$ cat config.mk
export PLATFORM = sky130hd
export DESIGN_NAME = siwai_core
export DESIGN_NICKNAME = d
export VERILOG_FILES = /design/src/common/siwai_pkg.sv /design/src/common/siwai_cnt_if.sv /design/src/rtl/siwai_pin_sync.sv /design/src/rtl/siwai_clk_counter.sv /design/src/rtl/siwai_core.sv
export VERILOG_INCLUDE_DIRS = /design/src /design/src/common
export SDC_FILE = /design/constraint.sdc
export NUM_CORES = 1
export LEC_CHECK = 0
export ABC_AREA = 1
export BUFFER_PORTS_ARGS = -buffer_cell sky130_fd_sc_hd__buf_2
export CELL_PAD_IN_SITES_DETAIL_PLACEMENT = 0
export CELL_PAD_IN_SITES_GLOBAL_PLACEMENT = 2
export CORE_AREA = 4 4 128 130
export CTS_CLUSTER_DIAMETER = 50
export DETAILED_ROUTE_END_ITERATION = 6
export DIE_AREA = 0 0 132 134
export GPL_TIMING_DRIVEN = 0
export PLACE_DENSITY_LB_ADDON = 0.1
export SLEW_MARGIN = 40
export SYNTH_ARGS = -nofsm -noshare
export SYNTH_HDL_FRONTEND = slang
export SYNTH_SLANG_ARGS = --single-unit
$ cat constraint.sdc
create_clock -name sys_clk -period 2.21 [get_ports sys_clk]
set_input_delay 0.442 -clock sys_clk [delete_from_list [all_inputs] [get_ports sys_clk]]
set_output_delay 0.442 -clock sys_clk [all_outputs]
set_load 0.005 [all_outputs]
$ cat src/common/siwai_defs.svh
// constants for the two-wire serial wait, acknowledge and interrupt block
// assumes a 200 MHz system clock and a 32-bit AXI4-Lite register bus
`ifndef SIWAI_DEFS_SVH
`define SIWAI_DEFS_SVH

`define SIWAI_IDX_IRQ_SEL    8'h0C
`define SIWAI_IDX_WAIT_CTRL  8'h0E
`define SIWAI_IDX_STATUS     8'h0F
`define SIWAI_IDX_CONFIG     8'h10
`define SIWAI_WORD_SHIFT     2

`define SIWAI_WC_ACK         3
`define SIWAI_WC_REL         2
`define SIWAI_ST_IRQ         0
`define SIWAI_CF_I2C         0
`define SIWAI_CF_MASTER      1
`define SIWAI_CF_TX          2
`define SIWAI_CF_CLKSTOP     3

`define SIWAI_CNT_IRQ7       4'h7
`define SIWAI_CNT_EIGHT      4'h8
`define SIWAI_CNT_I2C_MAX    4'h9
`define SIWAI_CNT_SIO_MAX    4'h8
`define SIWAI_CNT_ZERO       4'h0

`define SIWAI_IRQ_CNT7       2'h0
`define SIWAI_IRQ_CNT8       2'h1
`define SIWAI_IRQ_START7     2'h2
`define SIWAI_IRQ_STOP       2'h3
`define SIWAI_WAIT_DATA      2'h1
`define SIWAI_WAIT_ACK       2'h2
`define SIWAI_WAIT_ADDR      2'h3

`define SIWAI_RESP_OKAY      2'h0
`define SIWAI_RESP_SLVERR    2'h2
`define SIWAI_PIN_IDLE       1'h1

`define SIWAI_CLK_PERIOD_NS  5
`define SIWAI_SCL_HALF_NS    5333

`endif

$ cat src/common/siwai_pkg.sv
// types shared by the serial wait and acknowledge block
// assumes nothing beyond a SystemVerilog compiler
`default_nettype none
package siwai_pkg;
	typedef enum logic [1:0] {st_wait, st_run, st_force} siwai_wait_t;
	typedef logic [3:0] siwai_count_t;
endpackage : siwai_pkg
`default_nettype wire

$ cat src/common/siwai_cnt_if.sv
// link between the core and its shift clock counter
// assumes both ends run on sys_clk
`default_nettype none
interface siwai_cnt_if
	import siwai_pkg::*;
();
	logic         rise;
	logic         fall;
	logic         run;
	logic         clr;
	logic         i2c;
	siwai_count_t cnt;
	modport ctl (output rise, output fall, output run, output clr, output i2c, input cnt);
	modport counter (input rise, input fall, input run, input clr, input i2c, output cnt);
endinterface : siwai_cnt_if
`default_nettype wire

$ cat src/rtl/siwai_pin_sync.sv
// two-flop synchronisers with edge detection for external pins
// assumes pins idle high and are asynchronous to sys_clk
`default_nettype none
`include "siwai_defs.svh"
module siwai_pin_sync #(
	parameter int W = 2
) (
	input  wire logic         sys_clk,
	input  wire logic         rst,
	input  wire logic         ce,
	input  wire logic [W-1:0] pin_i,
	output logic      [W-1:0] lvl,
	output logic      [W-1:0] rise,
	output logic      [W-1:0] fall
);
	for (genvar i = 0; i < W; i++) begin : g_bit
		logic meta_q;
		logic sync_q;
		logic prev_q;
		always_ff @(posedge sys_clk or posedge rst) begin
			if (rst) begin
				meta_q <= `SIWAI_PIN_IDLE;
				sync_q <= `SIWAI_PIN_IDLE;
				prev_q <= `SIWAI_PIN_IDLE;
			end else if (ce) begin
				meta_q <= pin_i[i];
				sync_q <= meta_q;
				prev_q <= sync_q;
			end
		end
		assign lvl[i]  = sync_q;
		assign rise[i] = sync_q & ~prev_q;
		assign fall[i] = ~sync_q & prev_q;
	end
endmodule : siwai_pin_sync
`default_nettype wire

$ cat src/rtl/siwai_clk_counter.sv
// shift clock counter: counts rises while running, wraps at the mode limit
// assumes rise and fall are single-cycle events from synchronised pins
`default_nettype none
`include "siwai_defs.svh"
module siwai_clk_counter
	import siwai_pkg::*;
(
	input  wire logic     sys_clk,
	input  wire logic     rst,
	input  wire logic     ce,
	siwai_cnt_if.counter  cif
);
	siwai_count_t cnt_q;
	wire siwai_count_t cnt_max = cif.i2c ? `SIWAI_CNT_I2C_MAX : `SIWAI_CNT_SIO_MAX;

	always_ff @(posedge sys_clk or posedge rst) begin
		if (rst) begin
			cnt_q <= `SIWAI_CNT_ZERO;
		end else if (ce) begin
			if (cif.clr) begin
				cnt_q <= `SIWAI_CNT_ZERO;
			end else if (cif.run && cif.rise && cnt_q != cnt_max) begin
				cnt_q <= cnt_q + 4'h1;
			end else if (cif.run && cif.fall && cnt_q == cnt_max) begin
				cnt_q <= `SIWAI_CNT_ZERO;
			end
		end
	end
	assign cif.cnt = cnt_q;
endmodule : siwai_clk_counter
`default_nettype wire

$ cat src/rtl/siwai_core.sv
// wait, acknowledge and interrupt control of a two-wire / serial shift port
// assumes AXI4-Lite on sys_clk; scl/sda are open-drain pins from outside
`default_nettype none
`include "siwai_defs.svh"
module siwai_core
	import siwai_pkg::*;
#(
	parameter int ADDR_W   = 8,
	parameter int HALF_CYC = `SIWAI_SCL_HALF_NS / `SIWAI_CLK_PERIOD_NS
) (
	input  wire logic              sys_clk,
	input  wire logic              rst,
	input  wire logic              ce,
	input  wire logic [ADDR_W-1:0] s_axi_awaddr,
	input  wire logic              s_axi_awvalid,
	output logic                   s_axi_awready,
	input  wire logic [31:0]       s_axi_wdata,
	input  wire logic [3:0]        s_axi_wstrb,
	input  wire logic              s_axi_wvalid,
	output logic                   s_axi_wready,
	output logic [1:0]             s_axi_bresp,
	output logic                   s_axi_bvalid,
	input  wire logic              s_axi_bready,
	input  wire logic [ADDR_W-1:0] s_axi_araddr,
	input  wire logic              s_axi_arvalid,
	output logic                   s_axi_arready,
	output logic [31:0]            s_axi_rdata,
	output logic [1:0]             s_axi_rresp,
	output logic                   s_axi_rvalid,
	input  wire logic              s_axi_rready,
	input  wire logic              scl_i,
	output logic                   scl_o,
	output logic                   scl_oe_n,
	input  wire logic              sda_i,
	output logic                   sda_o,
	output logic                   sda_oe_n
);
	localparam int DIV_W = $clog2(HALF_CYC + 1);
	localparam logic [ADDR_W-1:0] A_IRQ  = ADDR_W'(`SIWAI_IDX_IRQ_SEL << `SIWAI_WORD_SHIFT);
	localparam logic [ADDR_W-1:0] A_WAIT = ADDR_W'(`SIWAI_IDX_WAIT_CTRL << `SIWAI_WORD_SHIFT);
	localparam logic [ADDR_W-1:0] A_STAT = ADDR_W'(`SIWAI_IDX_STATUS << `SIWAI_WORD_SHIFT);
	localparam logic [ADDR_W-1:0] A_CFG  = ADDR_W'(`SIWAI_IDX_CONFIG << `SIWAI_WORD_SHIFT);

	// synchronised pins
	logic [1:0] pin_lvl;
	logic [1:0] pin_rise;
	logic [1:0] pin_fall;
	siwai_pin_sync #(.W(2)) u_sync (
		.sys_clk (sys_clk),
		.rst     (rst),
		.ce      (ce),
		.pin_i   ({sda_i, scl_i}),
		.lvl     (pin_lvl),
		.rise    (pin_rise),
		.fall    (pin_fall)
	);
	wire scl_s    = pin_lvl[0];
	wire scl_rise = pin_rise[0];
	wire scl_fall = pin_fall[0];
	wire sda_s    = pin_lvl[1];
	wire sda_rise = pin_rise[1];
	wire sda_fall = pin_fall[1];

	// register and state storage
	logic [1:0]        irq_sel_q;
	logic [1:0]        wait_sel_q;
	logic              ack_q;
	logic              rel_q;
	logic              i2c_q;
	logic              master_q;
	logic              tx_q;
	logic              irq_q;
	logic              cond_q;
	logic              start_q;
	logic              stop_q;
	logic              hold_q;
	logic              pulse_q;
	logic              ack_drv_q;
	logic              mclk_q;
	logic [DIV_W-1:0]  div_q;
	siwai_wait_t       state_q;

	// bus slave and pin driver storage
	logic              awready_q;
	logic              wready_q;
	logic              bvalid_q;
	logic [1:0]        bresp_q;
	logic [ADDR_W-1:0] awaddr_q;
	logic [31:0]       wdata_q;
	logic [3:0]        wstrb_q;
	logic              arready_q;
	logic              rvalid_q;
	logic [1:0]        rresp_q;
	logic [31:0]       rdata_q;
	logic              scl_o_q;
	logic              scl_oe_n_q;
	logic              sda_oe_n_q;

	siwai_cnt_if cif ();
	siwai_clk_counter u_cnt (
		.sys_clk (sys_clk),
		.rst     (rst),
		.ce      (ce),
		.cif     (cif.counter)
	);
	wire siwai_count_t cnt = cif.cnt;

	// write decode: both halves held, response slot free
	wire aw_hs    = s_axi_awvalid & awready_q;
	wire w_hs     = s_axi_wvalid & wready_q;
	wire b_hs     = bvalid_q & s_axi_bready;
	wire ar_hs    = s_axi_arvalid & arready_q;
	wire r_hs     = rvalid_q & s_axi_rready;
	wire do_write = ~awready_q & ~wready_q & ~bvalid_q;
	wire wr_lane  = do_write & wstrb_q[0];
	wire hit_irq  = awaddr_q == A_IRQ;
	wire hit_wait = awaddr_q == A_WAIT;
	wire hit_stat = awaddr_q == A_STAT;
	wire hit_cfg  = awaddr_q == A_CFG;
	wire wr_hit   = hit_irq | hit_wait | hit_stat | hit_cfg;
	wire wr_irq   = wr_lane & hit_irq;
	wire wr_wait  = wr_lane & hit_wait;
	wire wr_stat  = wr_lane & hit_stat;
	wire wr_cfg   = wr_lane & hit_cfg;

	// control events from software
	wire wr_release = wr_wait & wdata_q[`SIWAI_WC_REL];
	wire wr_force   = wr_wait & ~wdata_q[`SIWAI_WC_REL];
	wire clk_stop   = wr_cfg & wdata_q[`SIWAI_CF_CLKSTOP];
	wire i2c_drop   = wr_cfg & i2c_q & ~wdata_q[`SIWAI_CF_I2C];
	wire irq_clr    = wr_stat & wdata_q[`SIWAI_ST_IRQ];

	// bus conditions, only while clock high
	wire start_det = i2c_q & scl_s & sda_fall;
	wire stop_det  = i2c_q & scl_s & sda_rise;

	// wait condition at a falling shift clock edge
	wire at_eight  = cnt == `SIWAI_CNT_EIGHT;
	wire at_nine   = cnt == `SIWAI_CNT_I2C_MAX;
	wire at_seven  = cnt == `SIWAI_CNT_IRQ7;
	wire hit_data  = wait_sel_q == `SIWAI_WAIT_DATA && at_eight;
	wire hit_ack   = i2c_q && wait_sel_q == `SIWAI_WAIT_ACK && at_nine;
	wire hit_addr  = i2c_q && wait_sel_q == `SIWAI_WAIT_ADDR && start_q && at_eight;
	wire wait_hit  = hit_data | hit_ack | hit_addr;
	wire in_run    = state_q != st_wait;
	wire run       = in_run | pulse_q;
	wire enter_wait = scl_fall & ((state_q == st_force) | (state_q == st_run & wait_hit));
	wire pulse_end  = i2c_q ? scl_fall : scl_rise;

	// master clock generation; a low line while released is a slave wait
	wire mclk_act   = master_q & run;
	wire div_last   = div_q == DIV_W'(HALF_CYC - 1);
	wire stretched  = i2c_q & mclk_q & ~scl_s;
	wire slave_wait = master_q & in_run & stretched;
	wire wait_flag  = in_run & ~slave_wait;

	// pin drive decisions
	wire slave_hold = hold_q & (state_q == st_wait);
	wire scl_pull   = i2c_q & (master_q ? ~mclk_q : slave_hold);
	wire scl_oe_n_d = i2c_q ? ~scl_pull : ~master_q;
	wire scl_o_d    = ~i2c_q & mclk_q;
	wire ack_start  = i2c_q & ~tx_q & run & scl_fall & at_eight;
	wire ack_sample = i2c_q & tx_q & run & scl_rise & at_eight;

	// interrupt condition, level; a rising level sets the flag
	wire cond_cnt7  = irq_sel_q == `SIWAI_IRQ_CNT7 && at_seven;
	wire cond_cnt8  = irq_sel_q == `SIWAI_IRQ_CNT8 && at_eight;
	wire cond_st7   = irq_sel_q == `SIWAI_IRQ_START7 && i2c_q && start_q && at_seven;
	wire cond_stop  = irq_sel_q == `SIWAI_IRQ_STOP && i2c_q && stop_q;
	wire cond       = cond_cnt7 | cond_cnt8 | cond_st7 | cond_stop;
	wire irq_set    = cond & ~cond_q;

	assign cif.rise = scl_rise;
	assign cif.fall = scl_fall;
	assign cif.run  = run;
	assign cif.clr  = clk_stop | start_det | i2c_drop | (wr_wait & ~i2c_q);
	assign cif.i2c  = i2c_q;

	// read mux
	wire [31:0] rd_irq  = {30'h0, irq_sel_q};
	wire [31:0] rd_wait = {28'h0, ack_q, wait_flag, wait_sel_q};
	wire [31:0] rd_stat = {23'h0, rel_q, cnt, stop_q, start_q, wait_flag, irq_q};
	wire [31:0] rd_cfg  = {29'h0, tx_q, master_q, i2c_q};
	wire        r_irq   = s_axi_araddr == A_IRQ;
	wire        r_wait  = s_axi_araddr == A_WAIT;
	wire        r_stat  = s_axi_araddr == A_STAT;
	wire        r_cfg   = s_axi_araddr == A_CFG;
	wire        r_hit   = r_irq | r_wait | r_stat | r_cfg;
	wire [31:0] rd_word = r_irq ? rd_irq : r_wait ? rd_wait : r_stat ? rd_stat :
		r_cfg ? rd_cfg : 32'h0;

	// write channel slave
	always_ff @(posedge sys_clk or posedge rst) begin
		if (rst) begin
			awready_q <= 1'b1;
			wready_q  <= 1'b1;
			bvalid_q  <= 1'b0;
			bresp_q   <= `SIWAI_RESP_OKAY;
			awaddr_q  <= '0;
			wdata_q   <= 32'h0;
			wstrb_q   <= 4'h0;
		end else if (ce) begin
			if (aw_hs) begin
				awaddr_q  <= s_axi_awaddr;
				awready_q <= 1'b0;
			end
			if (w_hs) begin
				wdata_q  <= s_axi_wdata;
				wstrb_q  <= s_axi_wstrb;
				wready_q <= 1'b0;
			end
			if (do_write) begin
				bvalid_q <= 1'b1;
				bresp_q  <= wr_hit ? `SIWAI_RESP_OKAY : `SIWAI_RESP_SLVERR;
			end
			if (b_hs) begin
				bvalid_q  <= 1'b0;
				awready_q <= 1'b1;
				wready_q  <= 1'b1;
			end
		end
	end

	// read channel slave
	always_ff @(posedge sys_clk or posedge rst) begin
		if (rst) begin
			arready_q <= 1'b1;
			rvalid_q  <= 1'b0;
			rresp_q   <= `SIWAI_RESP_OKAY;
			rdata_q   <= 32'h0;
		end else if (ce) begin
			if (ar_hs) begin
				arready_q <= 1'b0;
				rvalid_q  <= 1'b1;
				rdata_q   <= rd_word;
				rresp_q   <= r_hit ? `SIWAI_RESP_OKAY : `SIWAI_RESP_SLVERR;
			end else if (r_hs) begin
				rvalid_q  <= 1'b0;
				arready_q <= 1'b1;
			end
		end
	end

	// mode configuration
	always_ff @(posedge sys_clk or posedge rst) begin
		if (rst) begin
			i2c_q    <= 1'b0;
			master_q <= 1'b0;
			tx_q     <= 1'b0;
		end else if (ce && wr_cfg) begin
			i2c_q    <= wdata_q[`SIWAI_CF_I2C];
			master_q <= wdata_q[`SIWAI_CF_MASTER];
			tx_q     <= wdata_q[`SIWAI_CF_TX];
		end
	end

	// selections; clock stop returns them to reset value
	always_ff @(posedge sys_clk or posedge rst) begin
		if (rst) begin
			irq_sel_q  <= 2'h0;
			wait_sel_q <= 2'h0;
			rel_q      <= 1'b0;
		end else if (ce) begin
			if (clk_stop) begin
				irq_sel_q  <= 2'h0;
				wait_sel_q <= 2'h0;
				rel_q      <= 1'b0;
			end else begin
				if (wr_irq) begin
					irq_sel_q <= wdata_q[1:0];
				end
				if (wr_wait) begin
					wait_sel_q <= wdata_q[1:0];
					rel_q      <= wdata_q[`SIWAI_WC_REL];
				end
			end
		end
	end

	// acknowledge bit: hardware sample beats a same-cycle write
	always_ff @(posedge sys_clk or posedge rst) begin
		if (rst) begin
			ack_q <= 1'b0;
		end else if (ce) begin
			if (clk_stop) begin
				ack_q <= 1'b0;
			end else if (ack_sample) begin
				ack_q <= sda_s;
			end else if (wr_wait) begin
				ack_q <= wdata_q[`SIWAI_WC_ACK];
			end
		end
	end

	// acknowledge drive window: from fall at count 8 to the next fall
	always_ff @(posedge sys_clk or posedge rst) begin
		if (rst) begin
			ack_drv_q <= 1'b0;
		end else if (ce) begin
			if (!i2c_q || tx_q) begin
				ack_drv_q <= 1'b0;
			end else if (scl_fall) begin
				ack_drv_q <= ack_start;
			end
		end
	end

	// wait state machine
	always_ff @(posedge sys_clk or posedge rst) begin
		if (rst) begin
			state_q <= st_wait;
		end else if (ce) begin
			case (state_q)
				st_wait: begin
					if (wr_release && !clk_stop) begin
						state_q <= st_run;
					end
				end
				st_run: begin
					if (clk_stop) begin
						state_q <= st_wait;
					end else if (wr_force) begin
						state_q <= st_force;
					end else if (enter_wait) begin
						state_q <= st_wait;
					end
				end
				st_force: begin
					if (clk_stop) begin
						state_q <= st_wait;
					end else if (wr_release) begin
						state_q <= st_run;
					end else if (enter_wait) begin
						state_q <= st_wait;
					end
				end
				default: begin
					state_q <= st_wait;
				end
			endcase
		end
	end

	// clock hold after a wait entry, and one-pulse request
	always_ff @(posedge sys_clk or posedge rst) begin
		if (rst) begin
			hold_q  <= 1'b0;
			pulse_q <= 1'b0;
		end else if (ce) begin
			if (clk_stop || wr_release) begin
				hold_q <= 1'b0;
			end else if (enter_wait) begin
				hold_q <= 1'b1;
			end
			if (clk_stop || (pulse_q && pulse_end)) begin
				pulse_q <= 1'b0;
			end else if (wr_force && state_q == st_wait && master_q) begin
				pulse_q <= 1'b1;
			end
		end
	end

	// master shift clock divider
	always_ff @(posedge sys_clk or posedge rst) begin
		if (rst) begin
			mclk_q <= 1'b1;
			div_q  <= '0;
		end else if (ce) begin
			if (!mclk_act) begin
				mclk_q <= ~i2c_q;
				div_q  <= '0;
			end else if (stretched) begin
				div_q <= '0;
			end else if (div_last) begin
				mclk_q <= ~mclk_q;
				div_q  <= '0;
			end else begin
				div_q <= div_q + DIV_W'(1);
			end
		end
	end

	// interrupt flag: a set in the clearing cycle wins
	always_ff @(posedge sys_clk or posedge rst) begin
		if (rst) begin
			cond_q <= 1'b0;
			irq_q  <= 1'b0;
		end else if (ce) begin
			cond_q <= cond;
			if (irq_set) begin
				irq_q <= 1'b1;
			end else if (irq_clr) begin
				irq_q <= 1'b0;
			end
		end
	end

	// start and stop seen flags, zero outside two-wire mode
	always_ff @(posedge sys_clk or posedge rst) begin
		if (rst) begin
			start_q <= 1'b0;
			stop_q  <= 1'b0;
		end else if (ce) begin
			if (!i2c_q) begin
				start_q <= 1'b0;
				stop_q  <= 1'b0;
			end else if (start_det) begin
				start_q <= 1'b1;
				stop_q  <= 1'b0;
			end else if (stop_det) begin
				start_q <= 1'b0;
				stop_q  <= 1'b1;
			end
		end
	end

	// registered pin drivers
	always_ff @(posedge sys_clk or posedge rst) begin
		if (rst) begin
			scl_o_q    <= 1'b0;
			scl_oe_n_q <= 1'b1;
			sda_oe_n_q <= 1'b1;
		end else if (ce) begin
			scl_o_q    <= scl_o_d;
			scl_oe_n_q <= scl_oe_n_d;
			sda_oe_n_q <= ~(ack_drv_q & ~ack_q);
		end
	end

	assign s_axi_awready = awready_q;
	assign s_axi_wready  = wready_q;
	assign s_axi_bvalid  = bvalid_q;
	assign s_axi_bresp   = bresp_q;
	assign s_axi_arready = arready_q;
	assign s_axi_rvalid  = rvalid_q;
	assign s_axi_rdata   = rdata_q;
	assign s_axi_rresp   = rresp_q;
	assign scl_o         = scl_o_q;
	assign scl_oe_n      = scl_oe_n_q;
	assign sda_o         = 1'b0;
	assign sda_oe_n      = sda_oe_n_q;
endmodule : siwai_core
`default_nettype wire

==> results.yml <==
run_status:
  status: "complete, no violations"
critical_path:
  endpoint_kind: "flop"
  crit_top_cell: "nand2_1"
  start_kind: "flop"
  path_buf_inv: 2
  slowest_stage: "dfrtp_1"
  slowest_delay_ns: 0.44
  worstPathRequired_ns: 2.44
  crit_chain: "inv_1 -> ha_1 -> inv_1 -> nand2_1 -> nand3_1 -> o21bai_1 -> nand2_1 -> nand2_1 -> nand2_1 -> nand3_1 -> nand2_1"
  worstPathMaxFanout: 6
  cp_top_family: "simple AND/OR/NAND/NOR gates"
  cp.arrival_ns: 1.88
  crit_type: "flop to flop"
sta:
  grt_setup_unrepaired: "false"
  fmax_ghz: 0.605
  slew_headroom_pct: 54.7
  whs_ns: 0.108
  finalCritPeriodShare_pct: 74.8
  setup_viol: 0
  maxSlewViolCount: 0
  timing.final.hold_violations: 0
  clock_skew_ns: 0.00491
  setup-tns-final_ns: 0
  layout_min_cycle_time_ns: 1.65
  tightest_slew_ns: 0.680
synth:
  synth_edf_count: 0
  yosys-top-cells-area: "dfrtp_1 37%, nand2_1 14%, dfstp_2 7.8%, buf_4 5.2%, inv_1 4.1%"
  ys_warn_count: 0
  synth.top_cell.area_share_pct: 37.1
  synthFlopType: "dfrtp_1"
  ys_top_cells_by_count: "146 x nand2_1, 60 x dfrtp_1, 44 x inv_1"
  yosysMostFrequentCell: "nand2_1"
  yosysUniqueCellTypes: 42
  syn_area_per_cell_um2: 8.14
  ys_seq_area_share_pct: 44.9
  synth_cells: 497
  postSynthRegisterBits: 72
  async_reset_ff_share_pct: 100
  synth_largest_area_cell: "dfrtp_1"
  synth.cell_area_um2: 4040
route:
  drc: 0
  final_antenna_net_count: 0
  routed_wirelength_mm: 10.6
  drt_pass1_iterations: 4
  wire_per_inst_um: 13.7
  vias_per_cell: 4.26
  drt_first_iter_violations: 100
  num_vias: 3314
cells_and_area:
  layout-drive-gt1-share_pct: 26.8
  num_antenna_cells: 0
  syn_to_final_growth_pct: 24.1
  layout.nets: 652
power:
  p_leak_nw: 2.52
  ir_worst_vdd_v: 0.000356
  p_per_area_nw_per_um2: 919
global_routing:
  grt_overflow_total: 0
  grtUsageTotal_pct: 12.8
  antenna_found_initial: 0
  grt_pass1_vias: 3414
  grt_max_degree: 20
  grt_pass1_wl_mm: 17.8
floorplan:
  pin_count: 107
  start_util_pct: 26.7
  die_y_um: 134
  die_area_um2: 17700
  rows: 45
  coreArea_um2: 15100
  die_w_um: 132
hold_path:
  holdCritPathClass: "input pin to asynchronous set/reset pin"
clocking:
  clkTransAtPathRegs_ns: 0.06
  insertion_delay_ns: 0.34
  cts_buffers: 9
  cts_tree: "built"
  clock_path_buffers: 2
  cts-root-buf: "clkbuf_16"
  post_cts_buffers: 0
  cts-htree-levels: 3
  cts-resized-gates: 0
  hold_buffers: 0
  cts_num_sinks: 72
placement:
  place.gp.congestion: 0.775
  port_buffers: 48
  hpwl_mm: 8.37
flow_run:
  drv_cap: 0
[state kept, by name, summed over array words and instances (netlist names), 2 cells and up]
register / count
wdata_q: 4
irq_sel_q: 2
u_sync.g_bit.prev_q: 2
u_sync.g_bit.meta_q: 2
awaddr_q: 8
wait_sel_q: 2
div_q: 11
u_cnt.cif.cnt: 4
u_sync.g_bit.sync_q: 2
state_q: 2
s_axi_rdata: 9
[cell type report]
class / instances / area [µm²]
buffer: 34 / 248
multi-input combinational: 367 / 1890
sequential: 72 / 1820
timing repair buffer: 52 / 350
inverter: 49 / 190
clock buffer: 16 / 292
fill: 1621 / 10100
tap: 188 / 235
[final timing paths]
| path | start | end | slack [ns] | cells after the start |
|---|---|---|---|---|
| min in group sys_clk | scl_i | u_sync.g_bit[0].meta_q$_DFFE_PP1P_ | 0.30 | 3 |
| worst min register to register | ack_drv_q$_DFFE_PP0P_ | sda_oe_n$_DFFE_PP1P_ | 0.44 | 1 |
| worst max-delay path | u_cnt.cif.cnt[0]$_DFFE_PP0P_ | state_q[0]$_DFFE_PP0P_ | 0.56 | 11 |
| worst min-delay path | rst | s_axi_rvalid$_DFFE_PP0P_ | 0.11 | 2 |
| max in group asynchronous | rst | s_axi_wready$_DFFE_PP1P_ | 1.44 | 4 |
| worst max register to register | u_cnt.cif.cnt[0]$_DFFE_PP0P_ | state_q[0]$_DFFE_PP0P_ | 0.56 | 11 |
[logic make-up after synthesis]
group	count (synthesis)	synth area share (%)
other	1	0.0927
flip-flops	72	44.9
AND/OR/NAND/NOR	263	30.5
adder cells (fa/ha/maj)	5	1.55
multiplexers	10	2.78
AO/OA/AOI/OAI	56	7.86
XOR/XNOR	7	1.52
buffers and inverters	83	10.7
[through the flow]
step / worst slack [ns] / power [mW] / instance area (µm²) / std cells / util [%]
5_1_grt: 0.351 / 4.96 / 5020 / 778 / 33.1
2_1_floorplan: 0.850 / 2.79 / 4140 / 522 / -
3_3_place_gp: 0.294 / 3.18 / 4620 / 758 / 30.5
6_report: 0.557 / 4.61 / 5020 / 778 / 33.1
4_1_cts: 0.541 / 4.70 / 5020 / 778 / 33.1
3_5_place_dp: 0.516 / 3.23 / 4730 / 762 / 31.2
[power breakdown]
part	leakage [nW]	internal, mW	switching [mW]
clock network	0.143	0.885	0.544
logic	1.48	0.496	0.716
registers	0.900	1.67	0.301
total	2.52	3.05	1.56
[routing by layer]
metal  global-route usage [%]  vias to the layer above  part of all wire, %
met5                        0                        -                    0
met2                     20.0                       68                   44
met1                     17.0                     1509                   49
met4                     5.43                        0                  1.9
li1                         -                     1721                    -
met3                     3.04                       16                  4.6
[cells in the final DEF (no fill, tap or decap), drive strengths merged]
cell type  netlist  layout
nand2          157     157
buf             30      82
dfrtp           60      60
nor2            53      53
inv             48      47
o21ai           33      33
conb             1      26
nand3           24      24
clkbuf           4      20
nand4           16      16
a21oi           12      12
dfstp           12      12
mux2            10      10
nor3             6       6
ha               5       5
or2              5       5
xor2             4       4
a31oi            3       3
xnor2            3       3
o211ai           2       2
o21bai           2       2
o22a             1       1
clkinv           1       1
nor4             1       1
a2bb2oi          1       1
a21boi           1       1
o21a             1       1
clkinvlp         0       1
nand3b           1       1
Power figures use the tool's default switching activity.
